<file path="src/pfs_pkg.sv">
// constants and register map of the pin function select bank
package pfs_pkg;

    // ----------------------------------------------------------------
    // register offsets, byte addresses from the system register base
    // ----------------------------------------------------------------
    localparam logic [11:0] PFS_PORT_A_LOW_OFS  = 12'h030;
    localparam logic [11:0] PFS_PORT_A_HIGH_OFS = 12'h034;
    localparam logic [11:0] PFS_PORT_B_LOW_OFS  = 12'h038;
    localparam logic [11:0] PFS_PORT_B_HIGH_OFS = 12'h03C;
    localparam logic [11:0] PFS_PORT_C_LOW_OFS  = 12'h040;
    localparam logic [11:0] PFS_PORT_C_HIGH_OFS = 12'h044;
    localparam logic [11:0] PFS_PORT_D_LOW_OFS  = 12'h048;
    localparam logic [11:0] PFS_PORT_D_HIGH_OFS = 12'h04C;
    localparam logic [11:0] PFS_PORT_E_LOW_OFS  = 12'h050;
    localparam logic [11:0] PFS_PORT_E_HIGH_OFS = 12'h054;
    localparam logic [11:0] PFS_PORT_F_LOW_OFS  = 12'h058;
    localparam logic [11:0] PFS_PORT_F_HIGH_OFS = 12'h05C;

    // ----------------------------------------------------------------
    // layout
    // ----------------------------------------------------------------
    localparam int PFS_NUM_REGS   = 12;
    localparam int PFS_NUM_PORTS  = 6;
    localparam int PFS_FIELD_W    = 4;
    localparam int PFS_PINS_PER_REG = 8;

    // ----------------------------------------------------------------
    // reset values and implemented-bit masks, index 0 = port a low
    // ----------------------------------------------------------------
    localparam logic [31:0] PFS_ZERO_RST       = 32'h0000_0000;
    localparam logic [31:0] PFS_PORT_F_LOW_RST = 32'h0000_00EE;
    localparam logic [31:0] PFS_FULL_MASK      = 32'hFFFF_FFFF;
    localparam logic [31:0] PFS_PORT_C_HIGH_MASK = 32'h00FF_FFFF;
    localparam logic [31:0] PFS_PORT_D_HIGH_MASK = 32'h0FFF_FFFF;
    localparam logic [31:0] PFS_PORT_F_HIGH_MASK = 32'h0000_FFFF;

    localparam logic [31:0] PFS_RST_VAL [PFS_NUM_REGS] = '{
        PFS_ZERO_RST, PFS_ZERO_RST, PFS_ZERO_RST, PFS_ZERO_RST,
        PFS_ZERO_RST, PFS_ZERO_RST, PFS_ZERO_RST, PFS_ZERO_RST,
        PFS_ZERO_RST, PFS_ZERO_RST, PFS_PORT_F_LOW_RST, PFS_ZERO_RST};

    localparam logic [31:0] PFS_RW_MASK [PFS_NUM_REGS] = '{
        PFS_FULL_MASK, PFS_FULL_MASK, PFS_FULL_MASK, PFS_FULL_MASK,
        PFS_FULL_MASK, PFS_PORT_C_HIGH_MASK, PFS_FULL_MASK, PFS_PORT_D_HIGH_MASK,
        PFS_FULL_MASK, PFS_FULL_MASK, PFS_FULL_MASK, PFS_PORT_F_HIGH_MASK};

    // ----------------------------------------------------------------
    // bus responses
    // ----------------------------------------------------------------
    localparam logic [1:0] PFS_RESP_OKAY   = 2'h0;
    localparam logic [1:0] PFS_RESP_SLVERR = 2'h2;

endpackage : pfs_pkg

</file>
<file path="src/pfs_bank.sv">
// pin function select register bank for ports a to f, axi4-lite slave
// Notes on behaviour
// [RQ1] lower register holds pins 0..7, pin n at bits 4n+3..4n
// [RQ2] upper register holds pins 8..15, pin n at bits 4(n-8)+3..4(n-8)
// [RQ3] port a at 0x30/0x34, each next port eight bytes further, low first
// [RQ4] reset clears all registers of ports a..e and port f upper
// [RQ5] reset loads port f lower register with 0x0000_00EE
// [RQ6] port c upper keeps pins 8..13 only, bits 31..24 reserved
// [RQ7] port d upper keeps pins 8..14 only, bits 31..28 reserved
// [RQ8] every register is 32-bit read/write, reads return last written value; the code keeps only bits 15..0 of port f upper, bits 31..16 read zero
// [RQ9] reserved bits read as zero and ignore writes
// [RQ10] each field drives its pin mux, zero selects plain gpio
//
// The AXI4-Lite register port is this design's own decision.
`timescale 1ns/1ps

module pfs_bank
    import pfs_pkg::*;
#(
    parameter int ADDR_W = 12
) (
    // clock, reset, enable
    input  wire logic              mclk,
    input  wire logic              rst_n,
    input  wire logic              ce,
    // axi4-lite write address
    input  wire logic [ADDR_W-1:0] s_axi_awaddr,
    input  wire logic [2:0]        s_axi_awprot,
    input  wire logic              s_axi_awvalid,
    output logic                   s_axi_awready,
    // axi4-lite write data
    input  wire logic [31:0]       s_axi_wdata,
    input  wire logic [3:0]        s_axi_wstrb,
    input  wire logic              s_axi_wvalid,
    output logic                   s_axi_wready,
    // axi4-lite write response
    output logic [1:0]             s_axi_bresp,
    output logic                   s_axi_bvalid,
    input  wire logic              s_axi_bready,
    // axi4-lite read address
    input  wire logic [ADDR_W-1:0] s_axi_araddr,
    input  wire logic [2:0]        s_axi_arprot,
    input  wire logic              s_axi_arvalid,
    output logic                   s_axi_arready,
    // axi4-lite read data
    output logic [31:0]            s_axi_rdata,
    output logic [1:0]             s_axi_rresp,
    output logic                   s_axi_rvalid,
    input  wire logic              s_axi_rready,
    // pin mux selections, four bits per pin, pin 0 lowest
    output logic [63:0]            port_a_function,
    output logic [63:0]            port_b_function,
    output logic [63:0]            port_c_function,
    output logic [63:0]            port_d_function,
    output logic [63:0]            port_e_function,
    output logic [63:0]            port_f_function
);

    // ----------------------------------------------------------------
    // elaboration checks
    // ----------------------------------------------------------------
    if (ADDR_W < 7 || ADDR_W > 12) begin : g_bad_addr_w
        $error("pfs_bank: ADDR_W must lie in 7..12");
    end

    // ----------------------------------------------------------------
    // state
    // ----------------------------------------------------------------
    logic [31:0]       sel_q [PFS_NUM_REGS];
    logic [ADDR_W-1:0] waddr_q;
    logic [31:0]       wdata_q;
    logic [3:0]        wstrb_q;
    logic              aw_hold_q;
    logic              w_hold_q;
    logic              awready_q;
    logic              wready_q;
    logic              bvalid_q;
    logic [1:0]        bresp_q;
    logic              arready_q;
    logic              rvalid_q;
    logic [31:0]       rdata_q;
    logic [1:0]        rresp_q;

    logic              aw_take;
    logic              w_take;
    logic              ar_take;
    logic              do_write;
    logic              w_hit;
    logic [3:0]        w_idx;
    logic              r_hit;
    logic [3:0]        r_idx;
    logic [31:0]       byte_mask;

    // ----------------------------------------------------------------
    // address decode
    // ----------------------------------------------------------------
    function automatic logic addr_hit(input logic [ADDR_W-1:0] a);
        logic [11:0] wide;
        wide = 12'(a);
        addr_hit = (wide >= PFS_PORT_A_LOW_OFS) && (wide <= PFS_PORT_F_HIGH_OFS)
                   && (wide[1:0] == 2'h0);
    endfunction : addr_hit

    function automatic logic [3:0] addr_index(input logic [ADDR_W-1:0] a);
        logic [11:0] diff;
        diff = 12'(a) - PFS_PORT_A_LOW_OFS;
        addr_index = diff[5:2];
    endfunction : addr_index

    assign aw_take  = ce && s_axi_awvalid && awready_q;
    assign w_take   = ce && s_axi_wvalid && wready_q;
    assign ar_take  = ce && s_axi_arvalid && arready_q;
    assign do_write = ce && aw_hold_q && w_hold_q && !bvalid_q;
    assign w_hit    = addr_hit(waddr_q);                              // RQ3
    assign w_idx    = addr_index(waddr_q);                            // RQ3
    assign r_hit    = addr_hit(s_axi_araddr);                         // RQ3
    assign r_idx    = addr_index(s_axi_araddr);                       // RQ3
    assign byte_mask = {{8{wstrb_q[3]}}, {8{wstrb_q[2]}}, {8{wstrb_q[1]}}, {8{wstrb_q[0]}}};

    // ----------------------------------------------------------------
    // selection registers
    // ----------------------------------------------------------------
    always_ff @(posedge mclk) begin
        if (!rst_n) begin
            for (int i = 0; i < PFS_NUM_REGS; i++) begin
                sel_q[i] <= PFS_RST_VAL[i];                           // RQ4 RQ5
            end
        end else if (do_write && w_hit) begin
            // reserved bits are masked off and stay zero
            sel_q[w_idx] <= ((sel_q[w_idx] & ~byte_mask) | (wdata_q & byte_mask))
                            & PFS_RW_MASK[w_idx];                     // RQ8 RQ9 RQ6 RQ7
        end
    end

    // ----------------------------------------------------------------
    // write channel: address and data taken in either order
    // ----------------------------------------------------------------
    always_ff @(posedge mclk) begin
        if (!rst_n) begin
            aw_hold_q <= 1'b0;
            awready_q <= 1'b1;
            waddr_q   <= '0;
        end else if (aw_take) begin
            aw_hold_q <= 1'b1;
            awready_q <= 1'b0;
            waddr_q   <= s_axi_awaddr;
        end else if (do_write) begin
            aw_hold_q <= 1'b0;
        end else if (ce && bvalid_q && s_axi_bready) begin
            awready_q <= 1'b1;
        end
    end

    always_ff @(posedge mclk) begin
        if (!rst_n) begin
            w_hold_q <= 1'b0;
            wready_q <= 1'b1;
            wdata_q  <= '0;
            wstrb_q  <= '0;
        end else if (w_take) begin
            w_hold_q <= 1'b1;
            wready_q <= 1'b0;
            wdata_q  <= s_axi_wdata;
            wstrb_q  <= s_axi_wstrb;
        end else if (do_write) begin
            w_hold_q <= 1'b0;
        end else if (ce && bvalid_q && s_axi_bready) begin
            wready_q <= 1'b1;
        end
    end

    always_ff @(posedge mclk) begin
        if (!rst_n) begin
            bvalid_q <= 1'b0;
            bresp_q  <= PFS_RESP_OKAY;
        end else if (do_write) begin
            bvalid_q <= 1'b1;
            bresp_q  <= w_hit ? PFS_RESP_OKAY : PFS_RESP_SLVERR;
        end else if (ce && bvalid_q && s_axi_bready) begin
            bvalid_q <= 1'b0;
        end
    end

    // ----------------------------------------------------------------
    // read channel
    // ----------------------------------------------------------------
    always_ff @(posedge mclk) begin
        if (!rst_n) begin
            arready_q <= 1'b1;
            rvalid_q  <= 1'b0;
            rdata_q   <= '0;
            rresp_q   <= PFS_RESP_OKAY;
        end else if (ar_take) begin
            arready_q <= 1'b0;
            rvalid_q  <= 1'b1;
            rdata_q   <= r_hit ? sel_q[r_idx] : 32'h0000_0000;        // RQ8
            rresp_q   <= r_hit ? PFS_RESP_OKAY : PFS_RESP_SLVERR;
        end else if (ce && rvalid_q && s_axi_rready) begin
            arready_q <= 1'b1;
            rvalid_q  <= 1'b0;
        end
    end

    // ----------------------------------------------------------------
    // outputs
    // ----------------------------------------------------------------
    assign s_axi_awready = awready_q;
    assign s_axi_wready  = wready_q;
    assign s_axi_bvalid  = bvalid_q;
    assign s_axi_bresp   = bresp_q;
    assign s_axi_arready = arready_q;
    assign s_axi_rvalid  = rvalid_q;
    assign s_axi_rdata   = rdata_q;
    assign s_axi_rresp   = rresp_q;

    // field of pin n of a port sits at bits 4n+3..4n of its pair
    assign port_a_function = {sel_q[1],  sel_q[0]};                   // RQ1 RQ2 RQ10
    assign port_b_function = {sel_q[3],  sel_q[2]};                   // RQ1 RQ2 RQ10
    assign port_c_function = {sel_q[5],  sel_q[4]};                   // RQ1 RQ2 RQ10
    assign port_d_function = {sel_q[7],  sel_q[6]};                   // RQ1 RQ2 RQ10
    assign port_e_function = {sel_q[9],  sel_q[8]};                   // RQ1 RQ2 RQ10
    assign port_f_function = {sel_q[11], sel_q[10]};                  // RQ1 RQ2 RQ10

    // ----------------------------------------------------------------
    // checks
    // ----------------------------------------------------------------
    a_reset_clears: assert property (@(posedge mclk)  // RQ4
        !rst_n |=> (port_a_function == 64'h0) && (port_b_function == 64'h0)
                   && (port_c_function == 64'h0) && (port_d_function == 64'h0)
                   && (port_e_function == 64'h0) && (port_f_function[63:32] == 32'h0))
        else $error("selection register not cleared by reset");

    a_reset_port_f: assert property (@(posedge mclk)  // RQ5
        !rst_n |=> port_f_function[31:0] == PFS_PORT_F_LOW_RST)
        else $error("port f lower register reset value wrong");

    a_port_c_reserved: assert property (@(posedge mclk) disable iff (!rst_n)  // RQ6
        port_c_function[63:56] == 8'h00)
        else $error("port c reserved bits not zero");

    a_port_d_reserved: assert property (@(posedge mclk) disable iff (!rst_n)  // RQ7
        port_d_function[63:60] == 4'h0)
        else $error("port d reserved bits not zero");

    a_port_f_reserved: assert property (@(posedge mclk) disable iff (!rst_n)  // RQ9
        port_f_function[63:48] == 16'h0000)
        else $error("port f upper reserved bits not zero");

    a_write_lands_a: assert property (@(posedge mclk) disable iff (!rst_n)  // RQ3
        (do_write && 12'(waddr_q) == PFS_PORT_A_HIGH_OFS && wstrb_q == 4'hF)
        |=> port_a_function[63:32] == $past(wdata_q))
        else $error("write to port a upper did not land on pins 8..15");

    a_write_lands_e: assert property (@(posedge mclk) disable iff (!rst_n)  // RQ1
        (do_write && 12'(waddr_q) == PFS_PORT_E_LOW_OFS && wstrb_q == 4'hF)
        |=> port_e_function[3:0] == $past(wdata_q[3:0])
            && port_e_function[31:28] == $past(wdata_q[31:28]))
        else $error("write to port e lower misplaced pin fields");

    a_read_returns: assert property (@(posedge mclk) disable iff (!rst_n)  // RQ8
        (ar_take && 12'(s_axi_araddr) == PFS_PORT_F_LOW_OFS)
        |=> s_axi_rvalid && s_axi_rresp == PFS_RESP_OKAY
            && s_axi_rdata == $past(port_f_function[31:0]))
        else $error("read of port f lower returned wrong data");

    a_unmapped_read: assert property (@(posedge mclk) disable iff (!rst_n)
        (ar_take && !r_hit) |=> s_axi_rresp == PFS_RESP_SLVERR && s_axi_rdata == 32'h0)
        else $error("unmapped read not answered with error and zero");

    a_write_answer: assert property (@(posedge mclk) disable iff (!rst_n)  // RQ8
        (aw_take && w_take) ##1 ce |=> s_axi_bvalid)
        else $error("write response did not follow an enabled cycle after taking");

    a_read_holds: assert property (@(posedge mclk) disable iff (!rst_n)
        (s_axi_rvalid && !(ce && s_axi_rready)) |=> s_axi_rvalid && $stable(s_axi_rdata))
        else $error("read data dropped before taken");

    a_freeze_all: assert property (@(posedge mclk) disable iff (!rst_n)
        !ce |=> $stable(port_b_function) && $stable(s_axi_bvalid)
                && $stable(s_axi_arready))
        else $error("state changed while clock enable low");

    a_write_lands_c: assert property (@(posedge mclk) disable iff (!rst_n)  // RQ6
        (do_write && 12'(waddr_q) == PFS_PORT_C_HIGH_OFS && wstrb_q == 4'hF)
        |=> port_c_function[55:32] == $past(wdata_q[23:0]))
        else $error("write to port c upper misplaced pins 8..13");

    a_write_lands_d: assert property (@(posedge mclk) disable iff (!rst_n)  // RQ7
        (do_write && 12'(waddr_q) == PFS_PORT_D_HIGH_OFS && wstrb_q == 4'hF)
        |=> port_d_function[59:32] == $past(wdata_q[27:0]))
        else $error("write to port d upper misplaced pins 8..14");

    a_strobe_keeps: assert property (@(posedge mclk) disable iff (!rst_n)  // RQ8
        (do_write && 12'(waddr_q) == PFS_PORT_B_LOW_OFS && wstrb_q == 4'h5)
        |=> port_b_function[15:8] == $past(port_b_function[15:8])
            && port_b_function[31:24] == $past(port_b_function[31:24]))
        else $error("write changed a byte lane whose strobe was low");

    a_unmapped_write: assert property (@(posedge mclk) disable iff (!rst_n)  // RQ3
        (do_write && !w_hit) |=> s_axi_bvalid && s_axi_bresp == PFS_RESP_SLVERR
            && $stable(port_a_function) && $stable(port_f_function))
        else $error("unmapped write not refused");

    a_resp_holds: assert property (@(posedge mclk) disable iff (!rst_n)
        (s_axi_bvalid && !(ce && s_axi_bready)) |=> s_axi_bvalid && $stable(s_axi_bresp))
        else $error("write response dropped before taken");

    a_one_write: assert property (@(posedge mclk) disable iff (!rst_n)
        s_axi_bvalid |-> !s_axi_awready && !s_axi_wready)
        else $error("new write accepted while response pending");

endmodule : pfs_bank

</file>
<file path="config.mk">
export PLATFORM = sky130hd
export DESIGN_NAME = pfs_bank
export DESIGN_NICKNAME = d
export VERILOG_FILES = /design/src/pfs_pkg.sv /design/src/pfs_bank.sv
export SDC_FILE = /design/constraint.sdc
export NUM_CORES = 1
export LEC_CHECK = 0
export BUFFER_PORTS_ARGS = -buffer_cell sky130_fd_sc_hd__buf_2
export CELL_PAD_IN_SITES_DETAIL_PLACEMENT = 1
export CELL_PAD_IN_SITES_GLOBAL_PLACEMENT = 1
export CORE_AREA = 2 2 269 271
export CTS_BUF_LIST = sky130_fd_sc_hd__clkbuf_4 sky130_fd_sc_hd__clkbuf_8
export CTS_CLUSTER_DIAMETER = 120
export CTS_CLUSTER_SIZE = 8
export DETAILED_ROUTE_END_ITERATION = 6
export DIE_AREA = 0 0 271 273
export PLACE_DENSITY_LB_ADDON = 0.08
export SYNTH_ARGS = -nofsm -noshare
export SYNTH_HDL_FRONTEND = slang
export SYNTH_SLANG_ARGS = --single-unit
</file>
<file path="constraint.sdc">
create_clock -name mclk -period 4.09 [get_ports mclk]
set_input_delay 0.2045 -clock mclk [delete_from_list [all_inputs] [get_ports mclk]]
set_output_delay 0.2045 -clock mclk [all_outputs]
set_load 0.05 [all_outputs]
</file>
==> results.py <==
metrics = {
    "worst_setup_path": {
        "critPathSlowestCell": "nand2b_1",
        "crit_buf_inv": 1,
        "startpoint_type": "flop",
        "crit_family": "compound AO/OA/AOI/OAI gates",
        "arrival_ns": 3.96,
        "critPathMaxFanout": 37,
        "cpPeakStageDelay_ns": 0.61,
        "crit_path_end_kind": "flop",
        "crit_chain": "buf_4 -> nand2b_1 -> a2111oi_0 -> o31ai_1 -> a22oi_2 -> nor2b_1",
        "crit_type": "reg -> reg",
        "required_ns": 4.48,
    },
    "global_route": {
        "antenna_found_initial": 2,
        "grt_usage": 0.346,
        "grt_start_max_net_pins": 129,
        "grt-ovfl-total": 0,
        "grt_pass1_vias": 25200,
        "grt_pass1_wl_um": 184000,
    },
    "synth": {
        "synth_warnings": 0,
        "ys_seq_area_frac": 0.567,
        "synth_edf_count": 512,
        "synthDistinctLibCells": 67,
        "async_flop_share": 0,
        "synth_area_um2": 30300,
        "synth-simple-area-share": 0.137,
        "synth_top_family_by_area": "multiplexers",
        "synth_compound_area_frac": 0.0757,
        "synth_xor_area_frac": 0,
        "synth_seq_cells": 601,
        "synth_flop_cell": "edfxtp_1",
        "postSynthAreaPerCell_um2": 13.1,
        "synthMuxAreaShare": 0.181,
        "netlist_instances": 2309,
        "synth_fa_ha_area_frac": 0.00248,
    },
    "cts": {
        "htreeDepth": 3,
        "clk_latency_ns": 0.69,
        "tritoncts": "yes",
        "cts_buffers": 85,
        "clock_tree.buffer_depth": 3,
        "clockRootBuffer": "clkbuf_8",
        "ctsResizeCount": 0,
        "cts.clk_slew.worst_paths_ns": 0.08,
        "cts_sinks": 601,
    },
    "final_layout": {
        "drive_above_1_share": 0.359,
        "fin_util": 0.511,
        "area_growth_pct": 19.8,
        "stdcell_area_um2": 36300,
        "mostFrequentLayoutCell": "edfxtp_1",
        "final_net_count": 2900,
        "final_cell_mix": "edfxtp_1 (512), buf_2 (488), nand2_1 (284)",
        "fin_cells": 3836,
    },
    "sta": {
        "rsz0062_at_grt": "no",
        "final_max_slew_viol_count": 0,
        "tightest_slew_ns": 1.07,
        "setup_viol": 0,
        "fin_crit_sh": 0.873,
        "slew_headroom": 0.284,
        "finalHoldViolCount": 0,
        "fmax_ghz": 0.280,
        "whs_ns": 0.0605,
        "setup_tns_ns": 0,
        "clock_skew_ns": 0.0297,
        "fin_crit_ns": 3.57,
    },
    "routing": {
        "route.vias.total": 24700,
        "initialDrtViolationCount": 2640,
        "drc": 0,
        "wire_per_inst_um": 34.0,
        "wl_met1_um": 50100,
        "met3_length_um": 12600,
        "met2WireLength_um": 62500,
        "postRouteAntennaNets": 0,
        "routed_via_density": 6.45,
        "drt-total-wl_um": 130000,
        "drtPass1Iterations": 5,
        "maxUsedRoutingLayer": "met4",
    },
    "power": {
        "power.leakage_nw": 13.1,
        "vdd_drop_max_mv": 0.202,
        "powerDensity_nw_per_um2": 398,
    },
    "placed_design": {
        "gp_congestion": 0.876,
        "placed_cells": 3630,
        "post_dp_cell_area_um2": 34000,
        "place_hpwl_um": 85600,
        "io_buffers": 490,
    },
    "floorplanning": {
        "io_pins": 499,
        "die_x_um": 271,
        "die_h_um": 273,
        "placeableCoreArea_um2": 71000,
        "row_count": 98,
        "dieArea_um2": 74000,
        "initial_core_util": 0.427,
    },
    "status": {
        "outcome": "complete, no violations",
    },
    "job": {
        "max-cap-violations": 0,
    },
    "hold_path": {
        "holdCritPathClass": "in -> reg",
    },
}
==> registers in the layout, indices dropped and copies added, names as in the netlist <==
name and cells:
sel_q 512, s_axi_bvalid 1, s_axi_bresp 1, s_axi_arready 1, aw_hold_q 1, s_axi_awready 1, wdata_q 32, wstrb_q 4
waddr_q 12, s_axi_wready 1, s_axi_rresp 1, w_hold_q 1, s_axi_rvalid 1, s_axi_rdata 32
==> per-layer routing <==
metal,vias up,track usage
li1,10100,-
met1,12800,0.446
met2,1503,0.568
met3,295,0.0771
met4,0,0.138
met5,-,0
==> logic make-up (layout without fill, tap and decap cells) <==
family	count (synthesis)	after routing
flops	601	601
fa+ha+maj	6	6
other cells	1	4
mux	289	289
buf+inv	234	808
simple gates	861	861
compound gates	317	317
==> path summary, 6_finish.rpt <==
path	end	slack, ns	cells after the start	start
min	s_axi_arready	0.06	3	rst_n
max	sel_q[12][10]	0.52	6	waddr_q[4]
min reg2reg	wdata_q[9]	0.45	2	wdata_q[9]
max reg2reg	sel_q[12][10]	0.52	6	waddr_q[4]
==> repair_timing <==
item,in CTS,in global routing
setup buffers,0,0
hold buffers,53,0
endpoints found under the hold margin,55,0
==> final cells by class <==
| type | count | area (um2) |
|---|---|---|
| Tap cell | 950 | 1190 |
| Timing Repair Buffer | 646 | 3940 |
| Inverter | 11 | 42.5 |
| Clock inverter | 1 | 8.76 |
| Fill cell | 7322 | 34700 |
| Multi-Input combinational cell | 1475 | 12200 |
| Clock buffer | 150 | 1680 |
| Sequential cell | 601 | 17200 |
| Antenna cell | 2 | 5.00 |
==> metrics by stage <==
| step | worst slack, ns | power (mW) |
|---|---|---|
| final | 0.518 | 14.4 |
| after global routing | 0.408 | 14.8 |
| after CTS | 0.582 | 14.5 |
| after detailed placement | 0.596 | 9.52 |
| after global placement | 0.624 | 9.47 |
| after floorplan | -0.359 | 8.67 |
==> worst min-delay path, stage by stage <==
cell	delay, ns
buf_2	0.11
buf_4	0.26
o21ai_0	0.12
==> synth_stat cells (all sizes together) (29+ instances only) <==
master	instances	area [um2]
buf	115	698
nor2	82	308
a22oi	76	586
mux2	30	338
dfxtp	89	1780
nor4	67	419
a22o	32	280
mux2i	56	561
o21ai	29	145
nand2b	35	219
a2111oi	30	263
edfxtp	512	15400
mux4	203	4570
nor2b	43	269
a21oi	82	433
clkbuf	108	405
nor3	283	1420
nand2	286	1090
==> power breakdown <==
group | switching [mW] | total (mW) | internal, mW
logic | 1.75 | 2.45 | 0.697
clock network | 2.42 | 4.98 | 2.56
registers | 0.177 | 7.02 | 6.84
(Power assumes the default switching activity.)
